**src/design/smcd_defs.vh**
```
// constants for the serial mram command decoder
`ifndef SMCD_DEFS_VH
`define SMCD_DEFS_VH

// ----------------------------------------------------------------------
// apb register offsets and fields
// ----------------------------------------------------------------------
`define SMCD_OFF_CFG        8'h00
`define SMCD_OFF_STAT       8'h04
`define SMCD_OFF_ADDR       8'h08
`define SMCD_CFG_LAT_LSB    0
`define SMCD_CFG_LAT_MSB    3
`define SMCD_CFG_WG_LSB     4
`define SMCD_CFG_WG_MSB     5
`define SMCD_LAT_RST        4'h8
`define SMCD_WG_RST         2'h0
`define SMCD_WG_NEED_WEL    2'h0

// ----------------------------------------------------------------------
// interface modes and lane counts
// ----------------------------------------------------------------------
`define SMCD_MODE_SINGLE    2'h0
`define SMCD_MODE_DUAL      2'h1
`define SMCD_MODE_QUAD      2'h2
`define SMCD_W1             3'h1
`define SMCD_W2             3'h2
`define SMCD_W4             3'h4

// ----------------------------------------------------------------------
// frame geometry
// ----------------------------------------------------------------------
`define SMCD_CMD_BITS       5'h08
`define SMCD_ADDR_BITS      5'h18
`define SMCD_BYTE_BITS      4'h8

// ----------------------------------------------------------------------
// opcodes
// ----------------------------------------------------------------------
`define SMCD_OP_READ        8'h03
`define SMCD_OP_FRD_SR      8'h0b
`define SMCD_OP_FRD_DR      8'h0d
`define SMCD_OP_O2RD_SR     8'h3b
`define SMCD_OP_O2RD_DR     8'h3d
`define SMCD_OP_O4RD_SR     8'h6b
`define SMCD_OP_O4RD_DR     8'h6d
`define SMCD_OP_IO2RD_SR    8'hbb
`define SMCD_OP_IO2RD_DR    8'hbd
`define SMCD_OP_IO4RD_SR    8'heb
`define SMCD_OP_IO4RD_DR    8'hed
`define SMCD_OP_WRITE       8'h02
`define SMCD_OP_FWR_SR      8'hda
`define SMCD_OP_FWR_DR      8'hde
`define SMCD_OP_I2WR_SR     8'ha2
`define SMCD_OP_I2WR_DR     8'ha4
`define SMCD_OP_I4WR_SR     8'h32
`define SMCD_OP_I4WR_DR     8'h31
`define SMCD_OP_IO2WR_SR    8'ha1
`define SMCD_OP_IO2WR_DR    8'ha3
`define SMCD_OP_IO4WR_SR    8'hd2
`define SMCD_OP_IO4WR_DR    8'hd1
`define SMCD_OP_XRD         8'h4b
`define SMCD_OP_XWR         8'h42
`define SMCD_OP_WEL_SET     8'h06
`define SMCD_OP_WEL_CLR     8'h04
`define SMCD_OP_DUAL        8'h37
`define SMCD_OP_QUAD        8'h38
`define SMCD_OP_SINGLE      8'hff
`define SMCD_OP_RST_EN      8'h66
`define SMCD_OP_RST         8'h99

`endif

```
**src/design/smcd_sync.v**
```verilog
// two-flop synchroniser for pin inputs
`timescale 1ns/1ps
`default_nettype none

module smcd_sync #(
    parameter       W   = 1,
    parameter [W-1:0] RST = {W{1'b0}}
) (
    // clock and reset
    input  wire         ref_clk,
    input  wire         resetn,
    // pins in, synchronised out
    input  wire [W-1:0] async_in,
    output reg  [W-1:0] sync_out
);

    reg [W-1:0] meta_q;

    // first stage feeds only the second
    always @(posedge ref_clk) begin
        if (!resetn) begin
            meta_q   <= RST;
            sync_out <= RST;
        end else begin
            meta_q   <= async_in;
            sync_out <= meta_q;
        end
    end

endmodule // smcd_sync

`default_nettype wire

```
**src/design/smcd_opdec.v**
```verilog
// opcode table: lane widths, data rate, latency and kind
`timescale 1ns/1ps
`include "smcd_defs.vh"
`default_nettype none

module smcd_opdec (
    // opcode and current interface mode
    input  wire [7:0] cmd,
    input  wire [1:0] mode,
    // decoded attributes
    output reg        ok,
    output reg        ctrl,
    output reg        rd,
    output reg        ddr,
    output reg        lat,
    output reg        aug,
    output reg  [2:0] aw,
    output reg  [2:0] dw
);

    reg [2:0] mw;
    reg       sgl;

    always @* begin
        mw   = (mode == `SMCD_MODE_QUAD) ? `SMCD_W4 :
               (mode == `SMCD_MODE_DUAL) ? `SMCD_W2 : `SMCD_W1;
        sgl  = (mode == `SMCD_MODE_SINGLE);
        ok   = 1'b1;
        ctrl = 1'b0;
        rd   = 1'b0;
        ddr  = 1'b0;
        lat  = 1'b0;
        aug  = 1'b0;
        aw   = `SMCD_W1;
        dw   = `SMCD_W1;
        case (cmd)
            `SMCD_OP_READ: begin
                ok = sgl; rd = 1'b1;
            end
            `SMCD_OP_FRD_SR: begin
                rd = 1'b1; lat = 1'b1; aw = mw; dw = mw;
            end
            `SMCD_OP_FRD_DR: begin
                rd = 1'b1; lat = 1'b1; ddr = 1'b1; aw = mw; dw = mw;
            end
            `SMCD_OP_O2RD_SR, `SMCD_OP_O2RD_DR: begin
                ok = sgl; rd = 1'b1; lat = 1'b1; dw = `SMCD_W2;
                ddr = (cmd == `SMCD_OP_O2RD_DR);
            end
            `SMCD_OP_O4RD_SR, `SMCD_OP_O4RD_DR: begin
                ok = sgl; rd = 1'b1; lat = 1'b1; dw = `SMCD_W4;
                ddr = (cmd == `SMCD_OP_O4RD_DR);
            end
            `SMCD_OP_IO2RD_SR, `SMCD_OP_IO2RD_DR: begin
                ok = sgl; rd = 1'b1; lat = 1'b1; aw = `SMCD_W2; dw = `SMCD_W2;
                ddr = (cmd == `SMCD_OP_IO2RD_DR);
            end
            `SMCD_OP_IO4RD_SR, `SMCD_OP_IO4RD_DR: begin
                ok = sgl; rd = 1'b1; lat = 1'b1; aw = `SMCD_W4; dw = `SMCD_W4;
                ddr = (cmd == `SMCD_OP_IO4RD_DR);
            end
            `SMCD_OP_WRITE:    ok = sgl;
            `SMCD_OP_FWR_SR, `SMCD_OP_FWR_DR: begin
                aw = mw; dw = mw; ddr = (cmd == `SMCD_OP_FWR_DR);
            end
            `SMCD_OP_I2WR_SR, `SMCD_OP_I2WR_DR: begin
                ok = sgl; dw = `SMCD_W2; ddr = (cmd == `SMCD_OP_I2WR_DR);
            end
            `SMCD_OP_I4WR_SR, `SMCD_OP_I4WR_DR: begin
                ok = sgl; dw = `SMCD_W4; ddr = (cmd == `SMCD_OP_I4WR_DR);
            end
            `SMCD_OP_IO2WR_SR, `SMCD_OP_IO2WR_DR: begin
                ok = sgl; aw = `SMCD_W2; dw = `SMCD_W2;
                ddr = (cmd == `SMCD_OP_IO2WR_DR);
            end
            `SMCD_OP_IO4WR_SR, `SMCD_OP_IO4WR_DR: begin
                ok = sgl; aw = `SMCD_W4; dw = `SMCD_W4;
                ddr = (cmd == `SMCD_OP_IO4WR_DR);
            end
            `SMCD_OP_XRD: begin
                ok = sgl; rd = 1'b1; lat = 1'b1; aug = 1'b1;
            end
            `SMCD_OP_XWR: begin
                ok = sgl; aug = 1'b1;
            end
            `SMCD_OP_WEL_SET, `SMCD_OP_WEL_CLR, `SMCD_OP_DUAL, `SMCD_OP_QUAD,
            `SMCD_OP_SINGLE, `SMCD_OP_RST_EN, `SMCD_OP_RST:
                ctrl = 1'b1;
            default:           ok = 1'b0;
        endcase
    end

endmodule // smcd_opdec

`default_nettype wire

```
**src/design/smcd_top.v**
```verilog
// serial mram array command decoder and sequencer with apb config
//
// Function
// - opcode 03: plain single-line read, no latency
// - opcode 0B: fast single-rate read, mode lanes
// - opcode 0D: fast double-rate read, mode lanes
// - 3B/3D: read, data on two lines
// - 6B/6D: read, data on four lines
// - BB/BD: address and data on two lines
// - EB/ED: address and data on four lines
// - latency cycles sit between address and data
// - latency count taken from four-bit config field
// - opcode 02: plain single-line write, no latency
// - DA/DE: fast writes single and double rate
// - A2/A4: write, data on two lines
// - 32/31: write, data on four lines
// - A1/A3: address and data on two lines
// - D2/D1: address and data on four lines
// - 4B/42 read/write the 256-byte area
// - two-bit field decides write-enable prerequisite
// - single-line mode after reset and soft reset
// - write-enable latch volatile, set by command
//
// The APB interface to the registers and the placing of the registers were decided locally.
`timescale 1ns/1ps
`include "smcd_defs.vh"
`default_nettype none

module smcd_top (
    // clock and reset
    input  wire        ref_clk,
    input  wire        resetn,
    // apb slave
    input  wire        psel,
    input  wire        penable,
    input  wire        pwrite,
    input  wire [7:0]  paddr,
    input  wire [31:0] pwdata,
    output reg  [31:0] prdata,
    output reg         pready,
    output reg         pslverr,
    // serial link pins
    input  wire        cs_n,
    input  wire        sclk,
    input  wire [3:0]  io_in,
    output reg  [3:0]  io_out,
    output reg  [3:0]  io_oe,
    // memory array port
    output reg  [23:0] mem_addr,
    output reg  [7:0]  mem_wdata,
    output reg         mem_we,
    output reg         mem_re,
    output reg         mem_aug,
    input  wire [7:0]  mem_rdata
);

    // ------------------------------------------------------------------
    // states
    // ------------------------------------------------------------------
    localparam [5:0] S_IDLE = 6'b000001;
    localparam [5:0] S_CMD  = 6'b000010;
    localparam [5:0] S_ADDR = 6'b000100;
    localparam [5:0] S_LAT  = 6'b001000;
    localparam [5:0] S_RD   = 6'b010000;
    localparam [5:0] S_WR   = 6'b100000;
    localparam [5:0] S_IGN  = 6'b000000;

    // ------------------------------------------------------------------
    // declarations
    // ------------------------------------------------------------------
    wire [5:0]  pins_s;
    wire        cs_s;
    wire        sclk_s;
    wire [3:0]  io_s;
    reg         sclk_d_q;
    reg  [5:0]  st_q;
    reg  [31:0] sr_q;
    reg  [4:0]  cnt_q;
    reg  [3:0]  lat_cnt_q;
    reg  [3:0]  bcnt_q;
    reg  [7:0]  osr_q;
    reg  [7:0]  nxt_q;
    reg         rvalid_q;
    reg  [23:0] addr_q;
    reg         rd_q;
    reg         ddr_q;
    reg         lat_q;
    reg         aug_q;
    reg         wr_ok_q;
    reg  [2:0]  aw_q;
    reg  [2:0]  dw_q;
    reg  [1:0]  mode_q;
    reg         write_enable_latch_q;
    reg         arm_q;
    reg  [3:0]  latency_config_reg_q;
    reg  [1:0]  write_gate_config_reg_q;
    wire        rise;
    wire        fall;
    wire        cap;
    wire        drv;
    reg  [2:0]  w;
    wire [2:0]  mw;
    wire [31:0] sh;
    wire [4:0]  cnt_nx;
    wire [7:0]  obyte;
    wire        dec_ok;
    wire        dec_ctrl;
    wire        dec_rd;
    wire        dec_ddr;
    wire        dec_lat;
    wire        dec_aug;
    wire [2:0]  dec_aw;
    wire [2:0]  dec_dw;
    reg  [31:0] rd_mux;
    reg         bad_addr;

    // ------------------------------------------------------------------
    // helpers
    // ------------------------------------------------------------------
    function [31:0] shin;
        input [31:0] s;
        input [2:0]  wd;
        input [3:0]  io;
        begin
            case (wd)
                `SMCD_W4: shin = {s[27:0], io};
                `SMCD_W2: shin = {s[29:0], io[1:0]};
                default:  shin = {s[30:0], io[0]};
            endcase
        end
    endfunction

    function [3:0] lanes;
        input [2:0] wd;
        input [7:0] b;
        input       en;
        begin
            case (wd)
                `SMCD_W4: lanes = en ? 4'hf : b[7:4];
                `SMCD_W2: lanes = en ? 4'h3 : {2'b00, b[7:6]};
                default:  lanes = en ? 4'h2 : {2'b00, b[7], 1'b0};
            endcase
        end
    endfunction

    // the augmented area wraps inside its 256 bytes
    function [23:0] inc;
        input [23:0] a;
        input        x;
        begin
            inc = x ? {16'h0000, a[7:0] + 8'h01} : a + 24'h000001;
        end
    endfunction

    // ------------------------------------------------------------------
    // pin capture and edge finding
    // ------------------------------------------------------------------
    smcd_sync #(.W(6), .RST(6'b100000)) u_sync (
        .ref_clk  (ref_clk),
        .resetn   (resetn),
        .async_in ({cs_n, sclk, io_in}),
        .sync_out (pins_s)
    );

    assign cs_s   = pins_s[5];
    assign sclk_s = pins_s[4];
    assign io_s   = pins_s[3:0];
    assign rise   = sclk_s & ~sclk_d_q;
    assign fall   = ~sclk_s & sclk_d_q;
    // opcode is always single rate; address and data follow the opcode's rate
    assign cap    = (st_q == S_CMD) ? rise : (rise | (ddr_q & fall));
    assign drv    = fall | (ddr_q & rise);
    assign mw     = (mode_q == `SMCD_MODE_QUAD) ? `SMCD_W4 :
                    (mode_q == `SMCD_MODE_DUAL) ? `SMCD_W2 : `SMCD_W1;

    always @* begin
        case (st_q)
            S_CMD:   w = mw;
            S_ADDR:  w = aw_q;
            default: w = dw_q;
        endcase
    end

    assign sh     = shin(sr_q, w, io_s);
    assign cnt_nx = cnt_q + {2'b00, w};
    assign obyte  = (bcnt_q == 4'h0) ? nxt_q : osr_q;

    smcd_opdec u_dec (
        .cmd  (sh[7:0]),
        .mode (mode_q),
        .ok   (dec_ok),
        .ctrl (dec_ctrl),
        .rd   (dec_rd),
        .ddr  (dec_ddr),
        .lat  (dec_lat),
        .aug  (dec_aug),
        .aw   (dec_aw),
        .dw   (dec_dw)
    );

    // ------------------------------------------------------------------
    // frame sequencer
    // ------------------------------------------------------------------
    always @(posedge ref_clk) begin
        if (!resetn) begin
            sclk_d_q             <= 1'b0;
            st_q                 <= S_IDLE;
            sr_q                 <= 32'h00000000;
            cnt_q                <= 5'h00;
            lat_cnt_q            <= 4'h0;
            bcnt_q               <= 4'h0;
            osr_q                <= 8'h00;
            nxt_q                <= 8'h00;
            rvalid_q             <= 1'b0;
            addr_q               <= 24'h000000;
            rd_q                 <= 1'b0;
            ddr_q                <= 1'b0;
            lat_q                <= 1'b0;
            aug_q                <= 1'b0;
            wr_ok_q              <= 1'b0;
            aw_q                 <= `SMCD_W1;
            dw_q                 <= `SMCD_W1;
            mode_q               <= `SMCD_MODE_SINGLE;
            write_enable_latch_q <= 1'b0;
            arm_q                <= 1'b0;
            io_out               <= 4'h0;
            io_oe                <= 4'h0;
            mem_addr             <= 24'h000000;
            mem_wdata            <= 8'h00;
            mem_we               <= 1'b0;
            mem_re               <= 1'b0;
            mem_aug              <= 1'b0;
        end else begin
            sclk_d_q <= sclk_s;
            mem_we   <= 1'b0;
            mem_re   <= 1'b0;
            rvalid_q <= mem_re;
            if (rvalid_q) begin
                nxt_q <= mem_rdata;
            end
            if (cs_s) begin
                // deselect ends any frame and releases the pins
                st_q  <= S_IDLE;
                io_oe <= 4'h0;
            end else begin
                case (st_q)
                    S_IDLE: begin
                        st_q  <= S_CMD;
                        cnt_q <= 5'h00;
                        sr_q  <= 32'h00000000;
                    end
                    S_CMD: if (cap) begin
                        sr_q  <= sh;
                        cnt_q <= cnt_nx;
                        if (cnt_nx == `SMCD_CMD_BITS) begin
                            cnt_q <= 5'h00;
                            arm_q <= (sh[7:0] == `SMCD_OP_RST_EN);
                            rd_q  <= dec_rd;
                            ddr_q <= dec_ddr;
                            lat_q <= dec_lat;
                            aug_q <= dec_aug;
                            aw_q  <= dec_aw;
                            dw_q  <= dec_dw;
                            wr_ok_q <= write_enable_latch_q |
                                (write_gate_config_reg_q != `SMCD_WG_NEED_WEL);
                            if (!dec_ok || dec_ctrl) begin
                                st_q <= S_IGN;
                            end else begin
                                st_q <= S_ADDR;
                            end
                            case (sh[7:0])
                                `SMCD_OP_WEL_SET: write_enable_latch_q <= 1'b1;
                                `SMCD_OP_WEL_CLR: write_enable_latch_q <= 1'b0;
                                `SMCD_OP_DUAL:    mode_q <= `SMCD_MODE_DUAL;
                                `SMCD_OP_QUAD:    mode_q <= `SMCD_MODE_QUAD;
                                `SMCD_OP_SINGLE:  mode_q <= `SMCD_MODE_SINGLE;
                                `SMCD_OP_RST: if (arm_q) begin
                                    mode_q               <= `SMCD_MODE_SINGLE;
                                    write_enable_latch_q <= 1'b0;
                                end
                                default: ;
                            endcase
                        end
                    end
                    S_ADDR: if (cap) begin
                        sr_q  <= sh;
                        cnt_q <= cnt_nx;
                        if (cnt_nx == `SMCD_ADDR_BITS) begin
                            cnt_q     <= 5'h00;
                            lat_cnt_q <= 4'h0;
                            bcnt_q    <= 4'h0;
                            // the area only decodes the low byte
                            addr_q    <= aug_q ? {16'h0000, sh[7:0]} : sh[23:0];
                            if (!rd_q) begin
                                st_q <= S_WR;
                            end else if (lat_q && latency_config_reg_q != 4'h0) begin
                                st_q <= S_LAT;
                            end else begin
                                st_q     <= S_RD;
                                mem_re   <= 1'b1;
                                mem_aug  <= aug_q;
                                mem_addr <= aug_q ? {16'h0000, sh[7:0]} : sh[23:0];
                                addr_q   <= inc(aug_q ? {16'h0000, sh[7:0]} : sh[23:0],
                                                aug_q);
                            end
                        end
                    end
                    S_LAT: if (rise) begin
                        lat_cnt_q <= lat_cnt_q + 4'h1;
                        if (lat_cnt_q + 4'h1 == latency_config_reg_q) begin
                            st_q     <= S_RD;
                            mem_re   <= 1'b1;
                            mem_aug  <= aug_q;
                            mem_addr <= addr_q;
                            addr_q   <= inc(addr_q, aug_q);
                        end
                    end
                    S_RD: if (drv) begin
                        io_oe  <= lanes(dw_q, 8'h00, 1'b1);
                        io_out <= lanes(dw_q, obyte, 1'b0);
                        osr_q  <= obyte << dw_q;
                        bcnt_q <= ((bcnt_q == 4'h0) ? `SMCD_BYTE_BITS : bcnt_q)
                                  - {1'b0, dw_q};
                        if (bcnt_q == 4'h0) begin
                            // prefetch keeps one byte ahead of the pins
                            mem_re   <= 1'b1;
                            mem_aug  <= aug_q;
                            mem_addr <= addr_q;
                            addr_q   <= inc(addr_q, aug_q);
                        end
                    end
                    S_WR: if (cap) begin
                        sr_q  <= sh;
                        cnt_q <= cnt_nx;
                        if (cnt_nx == {1'b0, `SMCD_BYTE_BITS}) begin
                            cnt_q     <= 5'h00;
                            mem_we    <= wr_ok_q;
                            mem_aug   <= aug_q;
                            mem_addr  <= addr_q;
                            mem_wdata <= sh[7:0];
                            addr_q    <= inc(addr_q, aug_q);
                        end
                    end
                    default: ;
                endcase
            end
        end
    end

    // ------------------------------------------------------------------
    // apb slave
    // ------------------------------------------------------------------
    always @* begin
        bad_addr = 1'b0;
        rd_mux   = 32'h00000000;
        case (paddr)
            `SMCD_OFF_CFG:  rd_mux = {26'h0, write_gate_config_reg_q, latency_config_reg_q};
            `SMCD_OFF_STAT: rd_mux = {28'h0, ~cs_s, mode_q, write_enable_latch_q};
            `SMCD_OFF_ADDR: rd_mux = {8'h00, addr_q};
            default:        bad_addr = 1'b1;
        endcase
    end

    // one wait state; a write lands on the edge that sees pready high
    always @(posedge ref_clk) begin
        if (!resetn) begin
            pready                  <= 1'b0;
            pslverr                 <= 1'b0;
            prdata                  <= 32'h00000000;
            latency_config_reg_q    <= `SMCD_LAT_RST;
            write_gate_config_reg_q <= `SMCD_WG_RST;
        end else begin
            pready  <= psel & penable & ~pready;
            pslverr <= psel & penable & ~pready & bad_addr;
            prdata  <= (psel & penable & ~pready & ~pwrite) ? rd_mux : 32'h00000000;
            if (psel && penable && pready && pwrite && paddr == `SMCD_OFF_CFG) begin
                latency_config_reg_q    <= pwdata[`SMCD_CFG_LAT_MSB:`SMCD_CFG_LAT_LSB];
                write_gate_config_reg_q <= pwdata[`SMCD_CFG_WG_MSB:`SMCD_CFG_WG_LSB];
            end
        end
    end

endmodule // smcd_top

`default_nettype wire

```
**config.mk**
```make
export PLATFORM = sky130hd
export DESIGN_NAME = smcd_top
export DESIGN_NICKNAME = d
export VERILOG_FILES = /design/src/design/smcd_sync.v /design/src/design/smcd_opdec.v /design/src/design/smcd_top.v
export VERILOG_INCLUDE_DIRS = /design/src /design/src/design
export SDC_FILE = /design/constraint.sdc
export NUM_CORES = 1
export LEC_CHECK = 0
export ABC_AREA = 1
export BUFFER_PORTS_ARGS = -buffer_cell sky130_fd_sc_hd__clkbuf_2
export CAP_MARGIN = 20
export CORE_ASPECT_RATIO = 1.5
export CORE_UTILIZATION = 54
export CTS_CLUSTER_SIZE = 14
export DETAILED_ROUTE_END_ITERATION = 8
export GPL_TIMING_DRIVEN = 0
export PLACE_DENSITY = 0.72
export SETUP_SLACK_MARGIN = 0.05
export SLEW_MARGIN = 20
export SYNTH_ARGS = -nofsm -noshare
export SYNTH_HDL_FRONTEND = slang
export SYNTH_HIERARCHICAL = 1
export SYNTH_SLANG_ARGS = --single-unit
```
**constraint.sdc**
```tcl
create_clock -name ref_clk -period 4.23 [get_ports ref_clk]
set_input_delay 0.423 -clock ref_clk [delete_from_list [all_inputs] [get_ports ref_clk]]
set_output_delay 0.423 -clock ref_clk [all_outputs]
set_load 0.02 [all_outputs]
```
==> impl.org, run 1 <==
** Setup path
- Arrival time at the worst endpoint :: 4340 ps
- Kind of critical path :: reg2reg
- The worst setup path is launched from a flop.
- Worst setup EP type :: flop
- In this run the register-to-register setup slack is 280 ps.
- Along the worst path, the maximum fanout reaches 7.
- Required time worst endpoint :: 4610 ps

** Cells and area
- Relative to the synthesized area, the layout overhead comes to 14.61%.
- The final layout contains 1874 nets.
- Layout cells sized above 1 :: 15.76%
- Commonest cells after routing, fill and taps aside :: nand2_1 (359), nor2_1 (229), inv_1 (192)
- Leaving out fill and tap cells, the most frequent cell in the layout is nand2_1.
- Summing all non-filler instances in the final layout gives an area of 12510 sq um.
- Post-Layout Cell Count :: 2068
- The repair_antennas step left the layout with diodes totalling 0.
- Post-layout utilization of the core :: 63.25%

** Timing
- The final number of hold-violating endpoints is 0.
- The final count of pins violating max slew came to 0.
- The worst path in the final design needs a cycle of 3955 ps, including I/O delays and setup.
- Hold timing on the final database bottoms out at a slack of 152.5 ps.
- The worst pin sits at a relative slew slack of 43.29%.
- For the pin with the worst max-slew slack, the measured transition is 844.2 ps.
- Clock tree skew after final layout :: 14.63 ps
- Setup violators final :: 0
- The worst path uses 93.49% of the clock period.
- Total Neg Setup Slack :: 0 ps
- Worst Slack Setup Final :: 275.5 ps
- Unrepaired setup endpoints after global routing :: no
- Derived from the worst setup path, the maximum achievable clock frequency is 252.9 MHz.

** Detailed routing
- The routed layout has 11.55k vias.
- Routed WL per cell :: 17.33 um
- In the routed layout, each cell is associated on average with a via count of 5.584.
- Antenna-violating nets left :: 0
- # DRC :: 0
- Detailed Route Iter0 Violations :: 989
- After detailed routing, the total wire length is 35.83 mm.
- The first detailed-routing pass ran for 6 iterations.

** Synth
- Prevailing post-synth register cell :: dfxtp_1
- Number of warning messages in the yosys log :: 6
- The synthesized design contains 0 enable-type register cells.
- Cell count after synthesis :: 1657
- Part of the Yosys area used for sequential elements :: 33.92%
- Dividing the synthesized area by the synthesized cell count gives 6.590 sq um.
- The cell area that synthesis handed to floorplanning was 10920 sq um.
- The synthesized netlist contains 61 unique library cells.
- After synthesis, the share of flip-flops with an asynchronous set or reset is 0%.
- In this run, synthesis produced a sequential element count of 185.

** Placement
- Post-detailed-placement cell area :: 11780 sq um
- Routability-driven placement finished with a final weighted congestion of 0.9501.
- In this run, placement finished with an instance count of 2025.
- Detailed placement finished with a half-perimeter wire length of 27.46 mm.
- Placement-stage worst setup slack :: -414.3 ps
- During placement, the flow inserted port buffers numbering 101.

** CTS
- Max Buffers Root-to-Sink :: 2
- In this run, CTS created clock tree buffers numbering 17.
- The later pin in the worst-skew pair is clocked with a latency of 450 ps.
- Reg clk slew, reported paths :: 80 ps
- After clock tree synthesis, the flow added hold-fix buffers numbering 0.
- The H-tree was split into 4 levels.
- CTS tree :: yes
- For this design, the sink count on the clock tree is 185.
- CTS root buf :: clkbuf_16

** GRT
- The number of global-route vias before repair is 11.09k.
- Antenna violations before repair :: 0
- GRT overflow :: 0
- The first global-routing pass estimated 56.27 mm of wire.
- Global routing usage summed across all routing layers :: 34.89%
- Entering global routing, the biggest net connects 19 pins.

** Power
- Switching power summed over all nets :: 856.1 uW
- Internal power comes to 2.553 mW.
- In this run switching power makes up 25.11% of total power.
- Cell area power density :: 272.4 nW/um^2
- Peak supply drop :: 0.2589 mV
- Combinational logic is responsible for 3.1% of the overall power.
- The design draws 3.409 mW.
- Clock Power Share :: 45.4%
- Cell leakage power :: 5.479 nW
- Registers are responsible for 51.4% of the overall power.

** Floorplanning
- Pin placement for this block handled 136 I/O pins.
- The floorplan step defined a die boundary enclosing 20810 sq um.
- Once the floorplan was initialized, standard cells occupied 55.19% of the core.
- Core Region :: 19790 sq um
- Chip Height :: 176.2 um
- Number of placement rows :: 63
- The die is 118.1 um wide.

** Run
- Number of violations of the max-capacitance limit :: 0

** Outcome
- The flow ran to the end, and the final reports show no timing, DRC or antenna violations.

** Hold path
- The worst hold path belongs to the class in2reg.
[final cells by class]
cell class / count / area (sq um)
inverters: 215 / 813.3
plain buffers: 62 / 332.8
multi-input cells: 1201 / 6175
well taps: 260 / 325.3
clock buffers: 17 / 425.4
clock inverters: 14 / 130.1
fillers: 1939 / 7271
repair buffers: 114 / 603.1
flip-flops and latches: 185 / 3710
[metal layers]
| metal | part of all wire (%) | vias to the layer above | global-route usage (%) | routed length, um |
|---|---|---|---|---|
| met2 | 49 | 426 | 62.25 | 17650 |
| li1 | - | 5696 | - | - |
| met1 | 38 | 5282 | 37.47 | 13780 |
| met3 | 4.9 | 143 | 4.619 | 1747 |
| met5 | 0 | - | 0 | 0 |
| met4 | 7.4 | 0 | 26.23 | 2662 |
[state kept, by name (all words and copies together), names as in the netlist, 4 cells and up]
register              cells
nxt_q                     8
addr_q                   24
latency_config_reg_q      4
cnt_q                     5
u_sync/meta_q             6
u_sync/sync_out           6
mem_wdata                 8
prdata                   24
mem_addr                 24
bcnt_q                    4
lat_cnt_q                 4
io_out                    4
osr_q                     8
st_q                      6
sr_q                     23
[what timing repair did]
item                                    CTS  global route
gates resized for setup                   7            24
endpoints found under the setup margin   43            49
endpoints found under the hold margin     0             0
pin swaps                                 1             8
setup buffers                             1            12
[kinds of logic after synthesis]
logic type                 share of synthesized area (%)
and+or+nand+nor                                    37.03
DFF                                                33.92
other                                            0.03434
muxes                                             0.2750
buffers and inverters                              10.35
AOI/OAI and AO/OA                                  15.35
xor gates and xnor gates                          0.7219
adders and majority gates                          2.315
[synth_stat cells, types with 4 or more instances]
| cell type | count | area (sq um) |
|---|---|---|
| a211oi_1 | 6 | 45.04 |
| nand2_2 | 14 | 87.58 |
| nand2_4 | 6 | 67.56 |
| inv_1 | 193 | 724.4 |
| dfxtp_1 | 185 | 3704 |
| nor2_2 | 13 | 81.33 |
| inv_2 | 15 | 56.30 |
| a21oi_1 | 104 | 520.5 |
| nor4_1 | 8 | 50.05 |
| nand3_1 | 103 | 515.5 |
| nand3_2 | 17 | 170.2 |
| or2_2 | 5 | 31.28 |
| o211ai_1 | 17 | 127.6 |
| nor2_4 | 13 | 146.4 |
| nand2_1 | 361 | 1355 |
| clkinv_1 | 6 | 22.52 |
| nand4_1 | 35 | 219.0 |
| nand3_4 | 8 | 140.1 |
| xor2_1 | 6 | 52.55 |
| clkbuf_1 | 38 | 142.6 |
| o21ai_0 | 117 | 585.6 |
| buf_4 | 9 | 67.56 |
| nor3_1 | 40 | 200.2 |
| ha_1 | 17 | 212.7 |
| o211a_1 | 5 | 50.05 |
| buf_6 | 4 | 45.04 |
| nor2_1 | 232 | 870.8 |
| buf_2 | 7 | 35.03 |
| o22ai_1 | 5 | 31.28 |
| a31oi_1 | 15 | 93.84 |
[power by group through the flow]
stage	clock [mW]	sequential [mW]	combinational (mW)
6_report	1.55	1.75	0.107
5_1_grt	1.63	1.75	0.116
4_1_cts	1.58	1.75	0.105
3_5_place_dp	0	1.79	0.104
3_3_place_gp	0	1.79	0.104
2_1_floorplan	0	1.79	0.0586
[worst max-delay path: stages (launching register included)]
cell	delay, ps
dfxtp_4	400
inv_1	90
ha_1	300
nand4_1	110
nand2_2	100
nor2_8	110
inv_1	50
ha_1	200
fa_2	360
xor2_1	200
nor3_2	190
nand2_2	120
nor2_4	130
nor2_1	90
nor4_1	280
nand2_1	230
nor2_4	220
clkinvlp_4	190
buf_4	190
nor2_1	100
o21ai_1	90
a21oi_1	120
[path summary, 6_finish.rpt]
check                                       from                  to  cells past startpoint
worst max-delay path                   mode_q[0]          addr_q[17]                     21
worst min-delay path                        cs_n    u_sync/meta_q[5]                      3
worst max register to register         mode_q[0]          addr_q[17]                     21
worst min register to register  u_sync/meta_q[5]  u_sync/sync_out[5]                      2
(Power assumes the default switching activity.)
==> run 2: changes to the inputs <==
--- a/config.mk
+++ b/config.mk
@@ -10,6 +10,7 @@
 export BUFFER_PORTS_ARGS = -buffer_cell sky130_fd_sc_hd__clkbuf_2
 export CAP_MARGIN = 20
 export CORE_ASPECT_RATIO = 1.5
+export CORE_MARGIN = 4
 export CORE_UTILIZATION = 54
 export CTS_CLUSTER_SIZE = 14
 export DETAILED_ROUTE_END_ITERATION = 8
==> run 2 against run 1 <==
  * Sequential share of layout area is 0.16 points higher
  * Combinational power hardly changed
  * Clock-buffer cell count increased by 3
  * Sequential power about the same
  * Worst setup slack worse by 10 ps
  * Non-clock buffer count is 6 lower
  * Via count is 0.37% lower
  * First-iteration DRC count decreased by 22%
==> impl.org, run 2 (synthesized netlist as in run 1, its figures left out) <==
** Outcome
- Run status :: complete, no violations

** Timing
- Final critical-path share of the clock period :: 93.72% (+0.24 points)
- Smallest hold slack :: 157.6 ps (+5.168 ps)
- Worst slew margin relative to its limit :: 29.68% (-14 points)
- The maximum clock frequency came to 252.2 MHz (-0.25%).
- The final count of pins violating max slew is 0 (unchanged).
- Unrepaired setup endpoints after global routing :: no
- The shortest clock period the worst path allows after layout came to 3965 ps (+10.02 ps).
- Number of hold violations in the final report :: 0 (unchanged)
- The setup violation total in the final timing report came to 0 (unchanged).
- The transition time at the pin with the least slew margin is 1041 ps (+197.0 ps).
- Worst Slack Setup Final :: 265.4 ps (-10.02 ps)
- The worst clock skew came to 10.87 ps (-3.761 ps).
- The setup TNS was 0 ps (unchanged).

** Placement
- The routability congestion estimate from global placement came to 1.001 (+5.4%).
- The total of buffers placed on input and output ports is 101 (unchanged).
- The detailed placement HPWL was 27.65 mm (+0.66%).
- Placement-stage worst setup slack :: -492.4 ps (-78.10 ps)

** Power
- Cell leakage power :: 5.438 nW (-0.74%)
- Cell area power density :: 276.7 nW/um^2 (+1.6%)
- Peak supply drop :: 0.2623 mV (+1.3%)

** Floorplanning
- Die extent in x :: 124.1 um (+5.1%)
- The die height was 182.2 um (+3.4%).
- Core Region :: 19860 sq um (+0.40%)
- Starting density of the core :: 54.97% (-0.22 points)
- Die outline area :: 22610 sq um (+8.7%)
- I/O pin total :: 136 (unchanged)
- The number of core rows came to 63 (unchanged).

** Detailed routing
- The residual antenna-violating net count after detailed routing came to 0 (unchanged).
- The detailed-route wire length per cell is 17.27 um (-0.32%).
- The iteration count of the initial detailed-routing pass was 6 (unchanged).
- Detailed Route Iter0 Violations :: 767 (-22%)
- The via count is 11.50k (-0.37%).
- The total wire length after detailed routing is 35.63 mm (-0.56%).
- # DRC :: 0 (unchanged)
- The via density per instance was 5.576 (-0.13%).

** Cells and area
- Total number of nets in the final design :: 1868 (-0.32%)
- The sequential standard cell area came to 3707 sq um (about the same).
- The library cell used most frequently in the layout, excluding fill and tap cells, is nand2_1.
- Layout overhead on the synthesized area :: 13.92%
- Antenna diode instance count :: 0 (unchanged)
- Multi-input combinational cell area :: 6148 sq um (-0.43%)
- Post-layout utilization of the core :: 62.62% (-0.63 points)
- The share of layout cells above drive strength 1 was 14.92% (-0.84 points).
- Commonest cells after routing, fill and taps aside :: nand2_1 (359), nor2_1 (230), inv_1 (193)
- FILL cells :: 1967 (+1.4%)
- Biggest regs :: addr_q (24), mem_addr (24), prdata (24)

** Setup path
- Worst-case register-to-register setup slack :: 270 ps (about the same)
- Critical register-to-register path endpoint :: mem_addr[6]
- Critical path destination :: mem_addr[6]
- Kind of critical path :: reg2reg
- Critical Path Fanout Max :: 10 (+3)
- Arrival time at the worst endpoint :: 4330 ps (about the same)
- Worst setup path startpoint :: mode_q[0]
- Number of cells on the worst reg-to-reg path :: 20 (-4.8%)
- Worst setup EP type :: flop
- The required time of the critical path is 4600 ps (about the same).
- In this run the critical register-to-register path is launched from mode_q[0].
- The worst setup path is launched from a flop.

** CTS
- Clock network latency to the later pin of the worst-skew pair :: 440 ps (about the same)
- The number of CTS-inserted buffers is 17 (unchanged).
- The post-CTS clock slew at the launch and capture registers of the worst setup and hold paths is 70 ps (about the same).
- Max Buffers Root-to-Sink :: 2 (unchanged)
- TritonCTS built the clock tree.
- Total clock sinks :: 185 (unchanged)
- The depth of the CTS H-tree came to 4 (unchanged).
- CTS root buf :: clkbuf_16

** GRT
- The initial antenna violation count came to 0 (unchanged).
- GRT overflow :: 0 (unchanged)
- The total track usage is 31.86% (-3.0 points).
- The number of global-route vias before repair is 11.12k (+0.34%).
- First-pass GRT wire length :: 56.27 mm (unchanged)
- The largest net degree at the start of global routing came to 18 (-1).

** Hold path
- In this run the worst hold path is classified as in2reg.

** Run
- Number of violations of the max-capacitance limit :: 0 (unchanged)
-- run 2: changes by cell type in the layout (fill, tap and decap cells not counted), moves of 2 or more --
cell      change
buf_4         -5
buf_6         -2
clkbuf_1      +4
clkinv_4      +2
dfxtp_1       +2
dfxtp_2       -2
nor2_4        -2
-- run 2: final cells by class --
cell class,count,area share [%]
multi-input combinational,1201,49.43
sequential,185,29.80
inverter,215,6.518
timing repair buffer,107,4.426
clock buffer,20,3.510
buffer,63,2.645
tap,260,2.615
clock inverter,12,1.056
-- run 2: timing repair --
action	in CTS	in global routing
setup endpoints to repair	44	51
pin swaps	2	4
resized for setup	9	10
hold buffers	0	0
gates cloned	0	0
setup buffers	1	5
-- run 2: how the worst min path moves through the flow --
stage / start / end / depth (start not counted)
floorplan: u_sync/meta_q[5] / u_sync/sync_out[5] / 2
global placement: u_sync/meta_q[5] / u_sync/sync_out[5] / 2
detailed placement: u_sync/meta_q[0] / u_sync/sync_out[0] / 2
CTS: cs_n / u_sync/meta_q[5] / 3
global route: io_in[3] / u_sync/meta_q[3] / 3
finish: cs_n / u_sync/meta_q[5] / 3
-- run 2: report_power, final --
group	switching [mW]	internal, mW
registers	0.00617	1.75
logic	0.0754	0.0314
clock network	0.750	0.832
total	0.831	2.61
-- run 2: metal layers --
layer	track usage, %	wire, um	vias to the layer above
li1	-	-	5676
met1	35.26	13660	5338
met2	56.17	18330	355
met3	4.837	1456	135
met4	19.21	2186	0
met5	0	0	-
-- run 2: worst max-delay path: stages (launching register included) --
cell and delay, ps:
dfxtp_4 400, inv_1 100, ha_1 310, nand4_1 90
nand2_1 130, nor2_8 120, inv_1 50, ha_1 200
fa_1 400, xor2_1 200, nor3_2 160, nand2_2 140
nor2_4 130, nor2_1 100, nor4_2 280, nand2_2 180
nor2_4 200, buf_4 200, buf_4 190, o211ai_1 150
a21oi_1 160
-- run 2: metrics by stage --
stage / cells / cell area, sq um / power [mW]
global route: 2063 / 12440 / 3.534
finish: 2063 / 12440 / 3.442
global placement: 2025 / 11780 / 1.898
detailed placement: 2025 / 11780 / 1.899
floorplan: 1664 / 10950 / 1.852
CTS: 2058 / 12370 / 3.458
